==> src/fcs_pkg.sv <==
// Purpose: constants shared by the flash configuration status block
// Assumes: one system clock; serial link pins are sampled by that clock
// Notes: opcodes for the status reads are fixed here as parameters of the map
//
// What this block does
// - top config bit picks hold or reset pin role
// - quad enable set disables hold and reset
// - drive field decodes full, two-thirds, one-third; resets 01
// - drive level applied while read data returns
// - scheme bit 0 selects region protection
// - scheme bit 1 selects per-block lock flags
// - all block locks set at any reset
// - lock 36h, unlock 39h update block flag
// - depth bit 0: B9h acts as 79h
// - depth bit 1: B9h keeps buffer contents
// - only ABh leaves either power-down state
// - chip select toggling alone keeps power-down
// - status writes need write enable and permission
package fcs_pkg;

  // -------------------------------------------------------------------------
  // command opcodes
  // -------------------------------------------------------------------------
  localparam logic [7:0] OP_WREN      = 8'h06;
  localparam logic [7:0] OP_WRDI      = 8'h04;
  localparam logic [7:0] OP_WRSR_A    = 8'h01;
  localparam logic [7:0] OP_WRSR_B    = 8'h31;
  localparam logic [7:0] OP_WRSR_CFG  = 8'h11;
  localparam logic [7:0] OP_WRSR_PWR  = 8'h71;
  localparam logic [7:0] OP_RDSR_CFG  = 8'h15;
  localparam logic [7:0] OP_RDSR_PWR  = 8'h35;
  localparam logic [7:0] OP_LOCK      = 8'h36;
  localparam logic [7:0] OP_UNLOCK    = 8'h39;
  localparam logic [7:0] OP_PD        = 8'hB9;
  localparam logic [7:0] OP_PD_DEEP   = 8'h79;
  localparam logic [7:0] OP_WAKE      = 8'hAB;

  // -------------------------------------------------------------------------
  // field layout of pin_drive_protect_config and power_mode_config
  // -------------------------------------------------------------------------
  localparam int         CFG_PIN_ROLE_BIT  = 7;
  localparam int         CFG_DRV_LSB       = 5;
  localparam int         CFG_SCHEME_BIT    = 2;
  localparam int         PWR_DEPTH_BIT     = 7;
  localparam logic [7:0] CFG_WRITE_MASK    = 8'hE4;
  localparam logic [7:0] PWR_WRITE_MASK    = 8'h80;
  localparam logic [7:0] CFG_RESET         = 8'h20;
  localparam logic [7:0] PWR_RESET         = 8'h00;

  localparam logic [1:0] DRV_RESERVED      = 2'h0;
  localparam logic [1:0] DRV_FULL          = 2'h1;
  localparam logic [1:0] DRV_TWO_THIRDS    = 2'h2;
  localparam logic [1:0] DRV_ONE_THIRD     = 2'h3;

  // -------------------------------------------------------------------------
  // transaction lengths in bytes, opcode included
  // -------------------------------------------------------------------------
  localparam logic [2:0] LEN_SIMPLE        = 3'h1;
  localparam logic [2:0] LEN_WRSR          = 3'h2;
  localparam logic [2:0] LEN_LOCK          = 3'h4;
  localparam logic [2:0] LEN_MAX           = 3'h7;

  typedef enum logic [1:0] {
    FCS_AWAKE,
    FCS_DEEP_PD,
    FCS_DEEPEST_PD
  } fcs_pwr_e;

endpackage

==> src/fcs_sync.sv <==
// Purpose: two-flop synchroniser for asynchronous inputs
// Assumes: inputs are levels, slow against clk
// Notes: stage one is read only by stage two
`timescale 1ns/1ps
module fcs_sync #(
  parameter int WIDTH = 1
) (
  input  wire logic             clk,
  input  wire logic             rst_n,
  input  wire logic [WIDTH-1:0] d,
  output logic      [WIDTH-1:0] q
);

  logic [WIDTH-1:0] meta_q;

  always_ff @(posedge clk or negedge rst_n) begin
    if (!rst_n) begin
      meta_q <= '0;
      q      <= '0;
    end else begin
      meta_q <= d;
      q      <= meta_q;
    end
  end

endmodule // fcs_sync

==> src/fcs_top.sv <==
// Purpose: config status registers, block locks and power-down control
// Assumes: spi mode 0; sclk, cs_n, si and the hold/reset pin are async
// Notes: sclk must stay at or below an eighth of clk; so needs 3 clk to move
`timescale 1ns/1ps
module fcs_top #(
  parameter int NUM_BLOCKS  = 8,
  parameter int BLOCK_SHIFT = 16
) (
  input  wire logic                  clk,
  input  wire logic                  arst_n,
  input  wire logic                  spi_sclk,
  input  wire logic                  spi_cs_n,
  input  wire logic                  spi_si,
  input  wire logic                  hold_reset_pin,
  input  wire logic                  quad_io_enable,
  input  wire logic                  sr_write_permit,
  output logic                       spi_so,
  output logic                       spi_so_oe,
  output logic                       hold_function_on,
  output logic                       reset_function_on,
  output logic                       device_reset,
  output logic                       drive_full,
  output logic                       drive_two_thirds,
  output logic                       drive_one_third,
  output logic                       region_protect_on,
  output logic                       block_protect_on,
  output logic [NUM_BLOCKS-1:0]      block_locked,
  output logic                       write_enable_latch,
  output logic                       powerdown_active,
  output logic                       deepest_powerdown,
  output logic                       buffer_discard
);

  localparam int IDX_W = (NUM_BLOCKS > 1) ? $clog2(NUM_BLOCKS) : 1;

  // -------------------------------------------------------------------------
  // reset release and input synchronisers
  // -------------------------------------------------------------------------
  logic [1:0] rst_pipe_q;
  logic       rst_n;

  always_ff @(posedge clk or negedge arst_n) begin
    if (!arst_n) begin
      rst_pipe_q <= 2'h0;
    end else begin
      rst_pipe_q <= {rst_pipe_q[0], 1'b1};
    end
  end
  assign rst_n = rst_pipe_q[1];

  logic [3:0] pins_s;
  logic       sclk_s;
  logic       cs_act_s;
  logic       si_s;
  logic       hr_pin_s;

  // chip select is inverted before the synchroniser: its reset value of
  // zero then reads as deselected, so no false frame follows reset
  fcs_sync #(.WIDTH(4)) u_sync (
    .clk   (clk),
    .rst_n (rst_n),
    .d     ({spi_sclk, ~spi_cs_n, spi_si, hold_reset_pin}),
    .q     (pins_s)
  );
  assign sclk_s   = pins_s[3];
  assign cs_act_s = pins_s[2];
  assign si_s     = pins_s[1];
  assign hr_pin_s = pins_s[0];

  // -------------------------------------------------------------------------
  // decode helpers
  // -------------------------------------------------------------------------
  function automatic logic fcs_is_sr_write(input logic [7:0] op);
    return (op == fcs_pkg::OP_WRSR_A) || (op == fcs_pkg::OP_WRSR_B) ||
           (op == fcs_pkg::OP_WRSR_CFG) || (op == fcs_pkg::OP_WRSR_PWR);
  endfunction

  // -------------------------------------------------------------------------
  // link edges and frame capture
  // -------------------------------------------------------------------------
  logic        sclk_d_q;
  logic        cs_d_q;
  logic        sclk_rise;
  logic        sclk_fall;
  logic        frame_end;
  logic [5:0]  bit_cnt_q;
  logic [23:0] sh_q;
  logic [7:0]  cmd_q;

  always_ff @(posedge clk or negedge rst_n) begin
    if (!rst_n) begin
      sclk_d_q <= 1'b0;
      cs_d_q   <= 1'b0;
    end else begin
      sclk_d_q <= sclk_s;
      cs_d_q   <= cs_act_s;
    end
  end
  assign sclk_rise = cs_act_s & sclk_s & ~sclk_d_q;
  assign sclk_fall = cs_act_s & ~sclk_s & sclk_d_q;
  // bit_cnt_q still holds the frame length in the cycle frame_end is high
  assign frame_end = cs_d_q & ~cs_act_s;

  always_ff @(posedge clk or negedge rst_n) begin
    if (!rst_n) begin
      bit_cnt_q <= 6'h00;
      sh_q      <= 24'h000000;
      cmd_q     <= 8'h00;
    end else if (!cs_act_s) begin
      bit_cnt_q <= 6'h00;
    end else if (sclk_rise) begin
      sh_q <= {sh_q[22:0], si_s};
      if (bit_cnt_q == 6'h07) begin
        cmd_q <= {sh_q[6:0], si_s};
      end
      // saturate so an overlong frame matches no command length
      if (bit_cnt_q != 6'h3F) begin
        bit_cnt_q <= bit_cnt_q + 6'h01;
      end
    end
  end

  logic [7:0] data_byte;
  logic       end_simple;
  logic       end_wrsr;
  logic       end_addr;

  assign data_byte  = sh_q[7:0];
  assign end_simple = frame_end &&
                      (bit_cnt_q == {fcs_pkg::LEN_SIMPLE, 3'h0});
  assign end_wrsr   = frame_end && (bit_cnt_q == {fcs_pkg::LEN_WRSR, 3'h0});
  assign end_addr   = frame_end && (bit_cnt_q == {fcs_pkg::LEN_LOCK, 3'h0});

  // -------------------------------------------------------------------------
  // configuration state
  // -------------------------------------------------------------------------
  logic [7:0]            cfg_q;
  logic [7:0]            pwr_q;
  logic [NUM_BLOCKS-1:0] lock_q;
  logic                  we_latch_q;
  logic                  awake;
  logic                  wr_ok;
  fcs_pkg::fcs_pwr_e     pwr_state_q;

  assign awake = (pwr_state_q == fcs_pkg::FCS_AWAKE);
  assign wr_ok = end_wrsr && awake && we_latch_q && sr_write_permit &&
                 fcs_is_sr_write(cmd_q);

  // only the writable bits are stored, so reserved bits always read zero
  always_ff @(posedge clk or negedge rst_n) begin
    if (!rst_n) begin
      cfg_q <= fcs_pkg::CFG_RESET;
    end else if (wr_ok && (cmd_q == fcs_pkg::OP_WRSR_CFG)) begin
      cfg_q <= data_byte & fcs_pkg::CFG_WRITE_MASK;
    end
  end

  always_ff @(posedge clk or negedge rst_n) begin
    if (!rst_n) begin
      pwr_q <= fcs_pkg::PWR_RESET;
    end else if (wr_ok && (cmd_q == fcs_pkg::OP_WRSR_PWR)) begin
      pwr_q <= data_byte & fcs_pkg::PWR_WRITE_MASK;
    end
  end

  logic dev_rst_q;

  // any two-byte status write frame while awake spends the latch, refused or not, so a later
  // write cannot ride on an enable meant for an earlier one
  always_ff @(posedge clk or negedge rst_n) begin
    if (!rst_n) begin
      we_latch_q <= 1'b0;
    end else if (dev_rst_q) begin
      we_latch_q <= 1'b0;
    end else if (awake && end_simple && (cmd_q == fcs_pkg::OP_WREN)) begin
      we_latch_q <= 1'b1;
    end else if (awake && end_simple && (cmd_q == fcs_pkg::OP_WRDI)) begin
      we_latch_q <= 1'b0;
    end else if (awake && end_wrsr && fcs_is_sr_write(cmd_q)) begin
      we_latch_q <= 1'b0;
    end
  end

  // -------------------------------------------------------------------------
  // block locks
  // -------------------------------------------------------------------------
  logic [IDX_W-1:0] blk_idx;
  logic             lock_cmd;
  logic             unlock_cmd;

  assign blk_idx    = sh_q[BLOCK_SHIFT +: IDX_W];
  assign lock_cmd   = end_addr && awake && cfg_q[fcs_pkg::CFG_SCHEME_BIT] &&
                      (cmd_q == fcs_pkg::OP_LOCK);
  assign unlock_cmd = end_addr && awake && cfg_q[fcs_pkg::CFG_SCHEME_BIT] &&
                      (cmd_q == fcs_pkg::OP_UNLOCK);

  for (genvar gi = 0; gi < NUM_BLOCKS; gi++) begin : g_lock
    always_ff @(posedge clk or negedge rst_n) begin
      if (!rst_n) begin
        lock_q[gi] <= 1'b1;
      end else if (dev_rst_q) begin
        lock_q[gi] <= 1'b1;
      end else if (lock_cmd && (blk_idx == IDX_W'(gi))) begin
        lock_q[gi] <= 1'b1;
      end else if (unlock_cmd && (blk_idx == IDX_W'(gi))) begin
        lock_q[gi] <= 1'b0;
      end
    end
  end

  // -------------------------------------------------------------------------
  // power-down control
  // -------------------------------------------------------------------------
  logic pd_q;
  logic deepest_q;
  logic discard_q;

  always_ff @(posedge clk or negedge rst_n) begin
    if (!rst_n) begin
      pwr_state_q <= fcs_pkg::FCS_AWAKE;
      pd_q        <= 1'b0;
      deepest_q   <= 1'b0;
      discard_q   <= 1'b0;
    end else begin
      discard_q <= 1'b0;
      case (pwr_state_q)
        fcs_pkg::FCS_AWAKE: begin
          if (end_simple && ((cmd_q == fcs_pkg::OP_PD_DEEP) ||
              ((cmd_q == fcs_pkg::OP_PD) &&
               !pwr_q[fcs_pkg::PWR_DEPTH_BIT]))) begin
            pwr_state_q <= fcs_pkg::FCS_DEEPEST_PD;
            pd_q        <= 1'b1;
            deepest_q   <= 1'b1;
            discard_q   <= 1'b1;
          end else if (end_simple && (cmd_q == fcs_pkg::OP_PD)) begin
            pwr_state_q <= fcs_pkg::FCS_DEEP_PD;
            pd_q        <= 1'b1;
            deepest_q   <= 1'b0;
          end
        end
        fcs_pkg::FCS_DEEP_PD, fcs_pkg::FCS_DEEPEST_PD: begin
          // a bare select pulse ends no frame with the wake code: stay put
          if (end_simple && (cmd_q == fcs_pkg::OP_WAKE)) begin
            pwr_state_q <= fcs_pkg::FCS_AWAKE;
            pd_q        <= 1'b0;
            deepest_q   <= 1'b0;
          end
        end
        default: begin
          pwr_state_q <= fcs_pkg::FCS_AWAKE;
          pd_q        <= 1'b0;
          deepest_q   <= 1'b0;
        end
      endcase
    end
  end

  // -------------------------------------------------------------------------
  // pin role, drive level and protection scheme outputs
  // -------------------------------------------------------------------------
  logic       hold_q;
  logic       reset_role_q;
  logic [2:0] drv_q;
  logic       region_q;
  logic       block_q;

  always_ff @(posedge clk or negedge rst_n) begin
    if (!rst_n) begin
      hold_q       <= 1'b1;
      reset_role_q <= 1'b0;
      dev_rst_q    <= 1'b0;
      region_q     <= 1'b1;
      block_q      <= 1'b0;
    end else begin
      hold_q       <= !quad_io_enable &&
                      !cfg_q[fcs_pkg::CFG_PIN_ROLE_BIT];
      reset_role_q <= !quad_io_enable &&
                      cfg_q[fcs_pkg::CFG_PIN_ROLE_BIT];
      dev_rst_q    <= !quad_io_enable &&
                      cfg_q[fcs_pkg::CFG_PIN_ROLE_BIT] && !hr_pin_s;
      region_q     <= !cfg_q[fcs_pkg::CFG_SCHEME_BIT];
      block_q      <= cfg_q[fcs_pkg::CFG_SCHEME_BIT];
    end
  end

  always_ff @(posedge clk or negedge rst_n) begin
    if (!rst_n) begin
      drv_q <= 3'h4;
    end else begin
      case (cfg_q[fcs_pkg::CFG_DRV_LSB +: 2])
        fcs_pkg::DRV_FULL:       drv_q <= 3'h4;
        fcs_pkg::DRV_TWO_THIRDS: drv_q <= 3'h2;
        fcs_pkg::DRV_ONE_THIRD:  drv_q <= 3'h1;
        default:                 drv_q <= 3'h0;
      endcase
    end
  end

  // -------------------------------------------------------------------------
  // read data return
  // -------------------------------------------------------------------------
  logic       rd_cmd;
  logic [7:0] rd_val;
  logic [7:0] tx_q;
  logic       so_q;
  logic       so_oe_q;

  assign rd_cmd = awake && ((cmd_q == fcs_pkg::OP_RDSR_CFG) ||
                            (cmd_q == fcs_pkg::OP_RDSR_PWR));
  assign rd_val = (cmd_q == fcs_pkg::OP_RDSR_PWR) ? pwr_q : cfg_q;

  // mode 0: the next bit is set up on the falling edge, reloaded per byte
  always_ff @(posedge clk or negedge rst_n) begin
    if (!rst_n) begin
      tx_q    <= 8'h00;
      so_q    <= 1'b0;
      so_oe_q <= 1'b0;
    end else if (!cs_act_s) begin
      so_oe_q <= 1'b0;
    end else if (sclk_fall && rd_cmd && (bit_cnt_q >= 6'h08)) begin
      so_oe_q <= 1'b1;
      if (bit_cnt_q[2:0] == 3'h0) begin
        so_q <= rd_val[7];
        tx_q <= {rd_val[6:0], 1'b0};
      end else begin
        so_q <= tx_q[7];
        tx_q <= {tx_q[6:0], 1'b0};
      end
    end
  end

  // -------------------------------------------------------------------------
  // outputs
  // -------------------------------------------------------------------------
  assign spi_so             = so_q;
  assign spi_so_oe          = so_oe_q;
  assign hold_function_on   = hold_q;
  assign reset_function_on  = reset_role_q;
  assign device_reset       = dev_rst_q;
  assign drive_full         = drv_q[2];
  assign drive_two_thirds   = drv_q[1];
  assign drive_one_third    = drv_q[0];
  assign region_protect_on  = region_q;
  assign block_protect_on   = block_q;
  assign block_locked       = lock_q;
  assign write_enable_latch = we_latch_q;
  assign powerdown_active   = pd_q;
  assign deepest_powerdown  = deepest_q;
  assign buffer_discard     = discard_q;

endmodule // fcs_top

==> config.mk <==
export PLATFORM = sky130hd
export DESIGN_NAME = fcs_top
export DESIGN_NICKNAME = d
export VERILOG_FILES = /design/src/fcs_pkg.sv /design/src/fcs_sync.sv /design/src/fcs_top.sv
export SDC_FILE = /design/constraint.sdc
export NUM_CORES = 1
export LEC_CHECK = 0
export BUFFER_PORTS_ARGS = -buffer_cell sky130_fd_sc_hd__buf_2
export CORE_MARGIN = 10
export CORE_UTILIZATION = 63
export DETAILED_ROUTE_END_ITERATION = 16
export PLACE_DENSITY = 0.84
export SETUP_SLACK_MARGIN = 0.3
export SLEW_MARGIN = 20
export SYNTH_ARGS = -nofsm -noshare
export SYNTH_HDL_FRONTEND = slang
export SYNTH_SLANG_ARGS = --single-unit
==> constraint.sdc <==
create_clock -name clk -period 5 [get_ports clk]
set_input_delay 0.5 -clock clk [delete_from_list [all_inputs] [get_ports clk]]
set_output_delay 0.5 -clock clk [all_outputs]
set_load 0.02 [all_outputs]
# After elaboration in Yosys (flattened, before gate mapping)
# Cells that the tools add are included.
dict set report classes {
  n_bitwise 9
  eq_ne 35
  n_mux 50
  magnitude_cmp 1
  addsub 1
  n_reduce_logical 71
}
# cell n
set ops {}
lappend ops {{logical AND 1 bit} 43}
lappend ops {{2-to-1 mux 1 bit} 38}
lappend ops {{equality test 8 x 6 -> 1 bit (second input constant)} 4}
lappend ops {{nonzero test 3 bit} 8}
lappend ops {{2-to-1 mux 6 bit} 3}
lappend ops {{equality test 8 x 3 -> 1 bit (second input constant)} 2}
lappend ops {{equality test 8 x 5 -> 1 bit (second input constant)} 2}
lappend ops {{equality test 8 x 7 -> 1 bit (second input constant)} 2}
lappend ops {{equality test 8 bit (second input constant)} 2}
lappend ops {{2-to-1 mux 8 bit} 2}
lappend ops {{equality test 3 bit (second input constant)} 4}
lappend ops {{case mux 3 bit (3 select lines)} 1}
lappend ops {{equality test 8 x 1 -> 1 bit (second input constant)} 1}
lappend ops {{inequality test 2 bit (second input constant)} 4}
lappend ops {{AND reduction 2 bit} 4}
lappend ops {{adder 6 x 1 -> 6 bit (second input constant)} 1}
lappend ops {{equality test 2 bit (second input constant)} 3}
lappend ops {{equality test 3 x 2 -> 1 bit (second input constant)} 2}
lappend ops {{equality test 6 x 3 -> 1 bit (second input constant)} 1}
lappend ops {{equality test 6 x 4 -> 1 bit (second input constant)} 1}
lappend ops {{equality test 6 x 5 -> 1 bit (second input constant)} 1}
lappend ops {{equality test 6 bit (second input constant)} 1}
lappend ops {{greater-or-equal comparator 6 x 4 -> 1 bit (second input constant)} 1}
lappend ops {{logical NOT 3 bit} 2}
lappend ops {{other kinds (15)} 34}
dict set report word_totals {
  register_bits 82
  out_inout_bits 22
  inputBits 8
  elab_cells 199
}

# Depth between registers and ports, before layout
# Gate-level depths: netlist of the first run.
dict set report logic_depth {
  ltp_word 10
  ltp_mapped 8
}

# By module
# A second synthesis of the first run with hierarchy kept.
dict set report unflattened {
  cells_unflattened 266
  hier_area_um2 3315.7
}
# module instances area_per_inst_um2 cells_per_inst seq_area_each_um2
set modules_own_cells {}
lappend modules_own_cells {fcs_top 1 3115.5 258 1766.7}
lappend modules_own_cells {fcs_sync 1 200.2 8 200.2}

# Worst setup path after synthesis of the first run
# Ideal clock, no wire load.
dict set report synth_timing {
  kind {register to register}
  from {reg pwr_state_q[1]}
  to {reg lock_q[5] (netlist: block_locked[5])}
  slack_ps 2957
  required_time_ps 4916
  arrival_ps 1960
  path_buffers 2
  stages_incl_launch_ff 9
  period_less_slack_ps 2043
  cell_sequence {dfrtp_1 inv_1 ha_1 clkbuf_2 and4bb_2 and4_1 buf_2 and4_4 a221o_1}
}
dict set report synth_via {
  elab_chain_cells 7
  word_cells_on_any_way 10
}
# item line_no
set synth_lines {}
lappend synth_lines {{start, declared} fcs_top.sv:143} ;# fcs_pkg::fcs_pwr_e pwr_state_q;
lappend synth_lines {{start signal, assigned} fcs_top.sv:220} ;# pwr_state_q <= fcs_pkg::FCS_AWAKE;
lappend synth_lines {{start signal, assigned} fcs_top.sv:231} ;# pwr_state_q <= fcs_pkg::FCS_DEEPEST_PD;
lappend synth_lines {{start signal, assigned} fcs_top.sv:236} ;# pwr_state_q <= fcs_pkg::FCS_DEEP_PD;
lappend synth_lines {{logical NOT 2 bit *} fcs_top.sv:145} ;# assign awake = (pwr_state_q == fcs_pkg::FCS_AWAKE);
lappend synth_lines {{named net awake} fcs_top.sv:141} ;# logic awake;
lappend synth_lines {{logical AND 1 bit * (2 in a row)} {fcs_top.sv:192, fcs_top.sv:194}}
lappend synth_lines {{logical AND 1 bit} fcs_top.sv:192} ;# assign lock_cmd = end_addr && awake && cfg_q[fcs_pkg::CFG_SCHEME_BIT] &&
lappend synth_lines {{logical AND 1 bit} fcs_top.sv:203} ;# end else if (lock_cmd && (blk_idx == IDX_W'(gi))) begin
lappend synth_lines {{2-to-1 mux 1 bit} fcs_top.sv:203}
lappend synth_lines {{2-to-1 mux 1 bit} fcs_top.sv:201} ;# end else if (dev_rst_q) begin
lappend synth_lines {{end signal, assigned by index} fcs_top.sv:200} ;# lock_q[gi] <= 1'b1;
lappend synth_lines {{end signal, assigned by index} fcs_top.sv:202} ;# lock_q[gi] <= 1'b1;
lappend synth_lines {{end signal, assigned by index} fcs_top.sv:204} ;# lock_q[gi] <= 1'b1;
lappend synth_lines {{end, declared} fcs_top.sv:139} ;# logic [NUM_BLOCKS-1:0] lock_q;
# The timed path passes the listed nets; every way through them passes the cells marked *.
# A chain may end at the register's enable or synchronous reset.

# Worst setup path in the final report of the first run
dict set report layout_timing {
  from {reg pwr_state_q[1]}
  to {reg lock_q[2] (netlist: block_locked[2])}
}
# Same word-level chain as after synthesis.

==> reports/metrics.cfg, run 1 <==
[flow_run]
max_cap_viol_count=0

[timing]
tns_ps=0
slew-limit-headroom=0.3772
worst_pin_slew_ps=934.1
finClkSkew_ps=11.72
min_period_over_period=0.4331
fin_ws_ps=2835
max_freq_mhz=461.8
slew_violations=0
post-route-min-period_ps=2165
rsz0062_at_grt=no
setup_viol=0
holdWs_ps=253.1
hold_violations=0

[clocking]
cts.sinks=78
cts_hold_buf=1
cts_buffers=9
cts_buffer_depth=2
htree_levels=3
clk_pin_slew_ps=80
post_cts_resized=0
insertion_delay_ps=350
cts_setup_buffers=0
cts_tree=built
cts_root_buffer=clkbuf_8

[drt]
num_vias=2213
drcViolationCount=0
wl_microns=6363
drtAntennaViolNets=0
vias_per_cell=5.917
drt_iter0_drc=192
wl_per_cell_microns=17.01
drtPass1Iterations=4

[final_layout]
fin_cells=374
n_antenna_cell=0
area_growth_pct=11.02
final-seq-area_sq_mm=0.001971
drive_above_1_share=0.3257
multiInputGateArea_sq_mm=0.001360
fin_util=0.7363
final_nets=310
fillers=361
finalInstanceArea_sq_mm=0.003832

[synthesis]
ys_ff_latch=78
async_reset_ff_frac=1.000
synth-edff-count=0
synthMuxAreaShare=0.1142
netlist_area_sq_mm=0.003452
synth_cell_types=57
yosysTopAreaCell=dfrtp_1
synth_simple_gate_area_frac=0.1859
synth.area.top_cells=dfrtp_1 48%, dfstp_2 9.1%, mux2_2 8.8%
syn-num-nets=283
syn_area_per_cell_sq_um=12.69
synth_common_cells=66 x dfrtp_1, 27 x mux2_2, 17 x nand2_1
yosys_warnings=0
synth_compound_area_frac=0.07684
post-synth-top-count-cell=dfrtp_1
synth_ff_type=dfrtp_1
synth_top_family_by_area=simple AND/OR/NAND/NOR gates
yosys.area_share.adder=0.01087
netlist_instances=272
synth_top_area_share=0.4784
synth-seq-area-share=0.5698
synthXorXnorAreaFrac=0.005074

[worst_setup_path]
endpoint_kind=flop
worstPathArrival_ps=2460
crit_fanout=10
worstPathRequired_ps=5290
slowest_stage=dfrtp_1
cp_slowest_stage_delay_ps=420
path_class=reg2reg
crit_chain=inv_1, ha_1, and4bb_2, and4_1, and4b_1, a221o_1
critPathTopFamily=simple AND/OR/NAND/NOR gates
start_kind=flop
cp.buffers_inverters=1

[die]
die_area_sq_mm=0.008841
pin_count=30
die_w_microns=94.03
rows=26
fp.coreArea_sq_mm=0.005205
die_height_microns=94.03
start_util=0.6632

[power_and_ir_drop]
powerDensity_mw_per_mm2=322.0
p_seq_frac=0.580
combinationalPowerShare=0.042
swShare=0.2339
p_leak_nw=1.813
p_sw_uw=288.7
peakVddDrop_v=0.0003082
internal_power_uw=945.5
power_mw=1.234
power.share.clock=0.378

[place]
placed_area_sq_mm=0.003612
dp_slack_ps=2564
dp.cells=356
place.gp.congestion=0.8433
dpl.hpwl_microns=4383
port-buffer-count=29

[global_routing]
grt_pass1_wl_microns=11050
grt_max_degree=77
antenna_found_initial=0
grt_pass1_vias=2155
grt_usage=0.1591
grt_overflow=0

[min_path]
hold_class=in2reg

[outcome]
outcome=finished clean

==> final timing paths <==
| path | end | cells past startpoint | start | slack (ps) |
|---|---|---|---|---|
| setup / recovery | block_locked[2] | 6 | pwr_state_q[1] | 2830 |
| hold / removal | u_sync.meta_q[1] | 1 | spi_si | 250 |
| setup reg to reg | block_locked[2] | 6 | pwr_state_q[1] | 2830 |
| hold reg to reg | u_sync.q[2] | 0 | u_sync.meta_q[2] | 350 |
| max in group asynchronous | cfg_q[6] | 0 | rst_pipe_q[1] | 3910 |
| min in group asynchronous | rst_pipe_q[0] | 2 | arst_n | 460 |
==> worst reg2reg max path: stages (launching register included) <==
cell	delay, ps
dfrtp_1	420
inv_1	70
ha_1	330
and4bb_2	320
and4_1	420
and4b_1	350
a221o_1	190
==> per-layer routing <==
metal  up-vias  global-route usage  wire length [microns]  share of wire
li1       1046                   -                      -              -
met1      1110              0.2208                   2889           0.45
met2        49              0.2241                   3033           0.48
met3         8             0.05995                    337          0.053
met4         0             0.05063                    103          0.016
met5         -                   0                      0              0
==> power groups by stage <==
stage / combinational (mW) / sequential (mW) / clock (mW)
after floorplan: 0.0431 / 0.707 / 0
after global placement: 0.0482 / 0.723 / 0
after detailed placement: 0.0501 / 0.728 / 0
after CTS: 0.0519 / 0.717 / 0.479
after global routing: 0.0580 / 0.723 / 0.512
final: 0.0513 / 0.716 / 0.467
==> cell type report <==
cell class / instances / share of cell area
Sequential cell: 78 / 0.5142
Multi-Input combinational cell: 166 / 0.3549
Timing Repair Buffer: 31 / 0.04342
Clock buffer: 11 / 0.03689
Tap cell: 70 / 0.02285
Clock inverter: 5 / 0.01502
Inverter: 13 / 0.01273
==> cell usage in the layout (no fill, tap or decap), types with 2 or more instances in the layout <==
| master | Yosys | final |
|---|---|---|
| a211oi_1 | 2 | 2 |
| nor3b_1 | 4 | 4 |
| dfstp_2 | 12 | 12 |
| mux2_2 | 27 | 27 |
| and4bb_2 | 3 | 3 |
| nand2_1 | 17 | 17 |
| ha_1 | 3 | 3 |
| nand4_1 | 11 | 11 |
| or3b_4 | 2 | 2 |
| a21oi_1 | 2 | 2 |
| a31oi_1 | 3 | 3 |
| clkbuf_8 | 0 | 10 |
| clkinv_2 | 0 | 2 |
| and3_1 | 2 | 2 |
| mux2_4 | 4 | 4 |
| xnor2_1 | 2 | 2 |
| nand3b_1 | 2 | 2 |
| inv_1 | 13 | 13 |
| nand4b_1 | 5 | 5 |
| nor2_1 | 8 | 8 |
| nor2b_1 | 6 | 6 |
| nor4_1 | 2 | 2 |
| and2_1 | 8 | 8 |
| nand3_1 | 3 | 3 |
| dfrtp_1 | 66 | 65 |
| o211ai_1 | 2 | 2 |
| mux2i_1 | 3 | 3 |
| and4_1 | 3 | 3 |
| a221oi_1 | 2 | 2 |
| nand2b_1 | 5 | 5 |
| nor4b_1 | 3 | 3 |
| buf_2 | 4 | 29 |
| a221o_1 | 8 | 8 |
| o21ai_0 | 4 | 4 |
==> registers in the layout (all words and copies together), names as in the netlist, 2 cells and up <==
register,flops
cfg_q,4
drv_q,3
sh_q,19
u_sync.meta_q,4
block_locked,8
cmd_q,8
rst_pipe_q,2
u_sync.q,4
pwr_state_q,2
tx_q,5
bit_cnt_q,6
==> logic make-up after synthesis <==
family | after synthesis
flops | 78
xor+xnor | 2
simple gates | 95
fa+ha+maj | 3
compound gates | 31
buf+inv | 28
other cells | 1
mux | 34
No activity file was read; power rests on OpenSTA's default activity.
==> inputs of run 2 (changes only) <==
Settings changed: ABC_AREA set to 1, CORE_UTILIZATION 63 to 59, PLACE_DENSITY 0.84 to 0.79.
Clock period 5 ns to 2.1 ns, I/O delays scaled along.
==> run 2 against run 1 <==
Compared with the run above: worst hold slack got worse by 89 ps; synthesized area rose by 1.1%; die area rose by 6.2%.
==> reports/metrics.cfg, run 2 <==
[drt]
num_vias=2776  ; +25%
wl_microns=7021  ; +10%
drcViolationCount=0  ; unchanged
vias_per_cell=5.288  ; -11%
drtAntennaViolNets=0  ; unchanged
wl_per_cell_microns=13.37  ; -21%
drt_iter0_drc=173  ; -9.9%
drtPass1Iterations=5  ; +1

[final_layout]
n_antenna_cell=0  ; unchanged
final_common_cell=nand2_1
regMostFlops=sh_q
fin_util=0.7251  ; -0.01118
largest_reg_flops=19  ; unchanged
area_growth_pct=16.57
fillers=412  ; +14%
multiInputGateArea_sq_mm=0.001281  ; -5.8%
layout_common_cells=111 x nand2_1, 64 x dfrtp_1, 54 x inv_1
final-seq-area_sq_mm=0.001972  ; about the same
final_nets=459  ; +48%
drive_above_1_share=0.1898  ; -0.1358

[die]
die_w_microns=96.89  ; +3.0%
rows=27  ; +3.8%
die_area_sq_mm=0.009388  ; +6.2%
fp.coreArea_sq_mm=0.005608  ; +7.7%
die_height_microns=96.89  ; +3.0%
pin_count=30  ; unchanged
start_util=0.6220  ; -0.04118

[synthesis]
ys_ff_latch=78  ; unchanged
synth-edff-count=0  ; unchanged
synth_cell_types=29  ; -49%
netlist_area_sq_mm=0.003488  ; +1.1%
yosysTopAreaCell=dfrtp_1
synth-seq-area-share=0.5638  ; -0.005927
yosys_warnings=0  ; unchanged
async_reset_ff_frac=1.000  ; unchanged
netlist_instances=402  ; +48%
synth_common_cells=113 x nand2_1, 66 x dfrtp_1, 55 x inv_1
synth.area.top_cells=dfrtp_1 47%, nand2_1 12%, dfstp_2 9.0%
syn-num-nets=413  ; +46%
syn_area_per_cell_sq_um=8.677  ; -32%
synth_ff_type=dfrtp_1
synth_top_area_share=0.4735  ; -0.004977
post-synth-top-count-cell=nand2_1

[timing]
setup_viol=0  ; unchanged
fin_ws_ps=380.1  ; -2454 ps
hold_violations=0  ; unchanged
worst_pin_slew_ps=557.2  ; -376.9 ps
rsz0062_at_grt=yes
post-route-min-period_ps=1720  ; -445.5 ps
slew_violations=0  ; unchanged
finClkSkew_ps=9.337  ; -2.386 ps
tns_ps=0  ; unchanged
slew-limit-headroom=0.6265  ; +0.2493
min_period_over_period=0.8190  ; +0.3859
max_freq_mhz=581.4  ; +26%

[power_and_ir_drop]
powerDensity_mw_per_mm2=734.6  ; +130%
peakVddDrop_v=0.0006288  ; +100%
p_leak_nw=1.985  ; +9.4%

[worst_setup_path]
cp_slowest_stage_delay_ps=430  ; about the same
crit_chain=inv_2, ha_2, nand2_2, nor2_1, nand2_1, nor3_4, nand3_4, nand2_1, o21ai_0
start_kind=flop
slowest_stage=dfrtp_1
endpoint_kind=flop
path_class=reg2reg
worstPathArrival_ps=1940  ; -520 ps
worstPathRequired_ps=2320  ; -2970 ps
cp_common_cell=nand2_1
crit_fanout=8  ; -2

[place]
dpl.hpwl_microns=4987  ; +14%
dp_slack_ps=158.7  ; -2406 ps
port-buffer-count=29  ; unchanged
place.gp.congestion=0.8631  ; +2.3%

[global_routing]
antenna_found_initial=0  ; unchanged
grt_pass1_wl_microns=12100  ; +9.6%
grt_usage=0.1525  ; -0.006661
grt_overflow=0  ; unchanged
grt_pass1_vias=2678  ; +24%
grt_max_degree=42  ; -45%

[clocking]
clk_pin_slew_ps=80  ; about the same
htree_levels=3  ; unchanged
cts_tree=built
insertion_delay_ps=350  ; about the same
cts_buffers=9  ; unchanged
cts_buffer_depth=2  ; unchanged
cts_root_buffer=clkbuf_8
cts.sinks=78  ; unchanged

[flow_run]
max_cap_viol_count=0  ; unchanged

[outcome]
outcome=finished clean

[min_path]
hold_class=in2async

[run 2: report_power, final]
group | switching, mW | internal [mW] | total, mW
sequential | 0.0467 | 1.57 | 1.62
clock | 0.531 | 0.646 | 1.18
combinational | 0.129 | 0.0628 | 0.192
[run 2: stage by stage]
step	power, mW	cells	hold slack, ps	instance area [sq um]
finish	2.987	525	164.5	4066
global route	3.108	525	165.0	4066
CTS	3.001	522	1.104	4006
detailed placement	1.828	500	-3.564	3722
global placement	1.817	500	-4.101	3722
floorplan	1.757	402	-85.59	3490
[run 2: worst max-delay path, delay by kind of cell (launching register included)]
kind            cells  cell delay, ps
compound gates      1              90
flops               1             430
simple gates        6             810
fa+ha+maj           1             190
buf+inv             1              90
[run 2: metal layers]
metal	global-route usage	part of all wire
met1	0.1946	0.45
met3	0.04471	0.057
met4	0.07328	0.015
met2	0.2311	0.48
met5	0	0
[run 2: area by class of cell]
class	instances	share of cell area
clock buffer	13	0.04154
clock inverter	3	0.01046
inverter	59	0.05446
multi-input combinational	257	0.3151
sequential	78	0.4849
tap	72	0.02215
timing repair buffer	43	0.07138
[run 2: worst paths after layout]
path / endpoint / slack [ps] / depth (start not counted) / startpoint
min: rst_pipe_q[1] / 160 / 2 / arst_n
max in group asynchronous: block_locked[2] / 1200 / 1 / rst_pipe_q[1]
min reg2reg: block_protect_on / 280 / 0 / rst_pipe_q[1]
max: cfg_q[6] / 380 / 9 / bit_cnt_q[0]
max reg2reg: cfg_q[6] / 380 / 9 / bit_cnt_q[0]
min in group clk: cfg_q[5] / 290 / 5 / sr_write_permit
[run 2: cells by family (layout without fill, tap and decap cells)]
| group | Yosys count | after routing | share of synthesized area |
|---|---|---|---|
| other cells | 1 | 1 | 0.001075 |
| compound gates | 44 | 44 | 0.06492 |
| buf+inv | 67 | 118 | 0.07927 |
| simple gates | 208 | 208 | 0.2776 |
| flops | 78 | 78 | 0.5638 |
| fa+ha+maj | 3 | 3 | 0.01076 |
| xor+xnor | 1 | 1 | 0.002511 |
[run 2: repair_timing]
action / in CTS / in global routing
endpoints found under the setup margin: 10 / 19
endpoints found under the hold margin: 6 / 1
cloned: 0 / 0
pin swaps: 1 / 3
hold buffers: 5 / 1
gates resized for setup: 1 / 9
setup buffers: 1 / 2
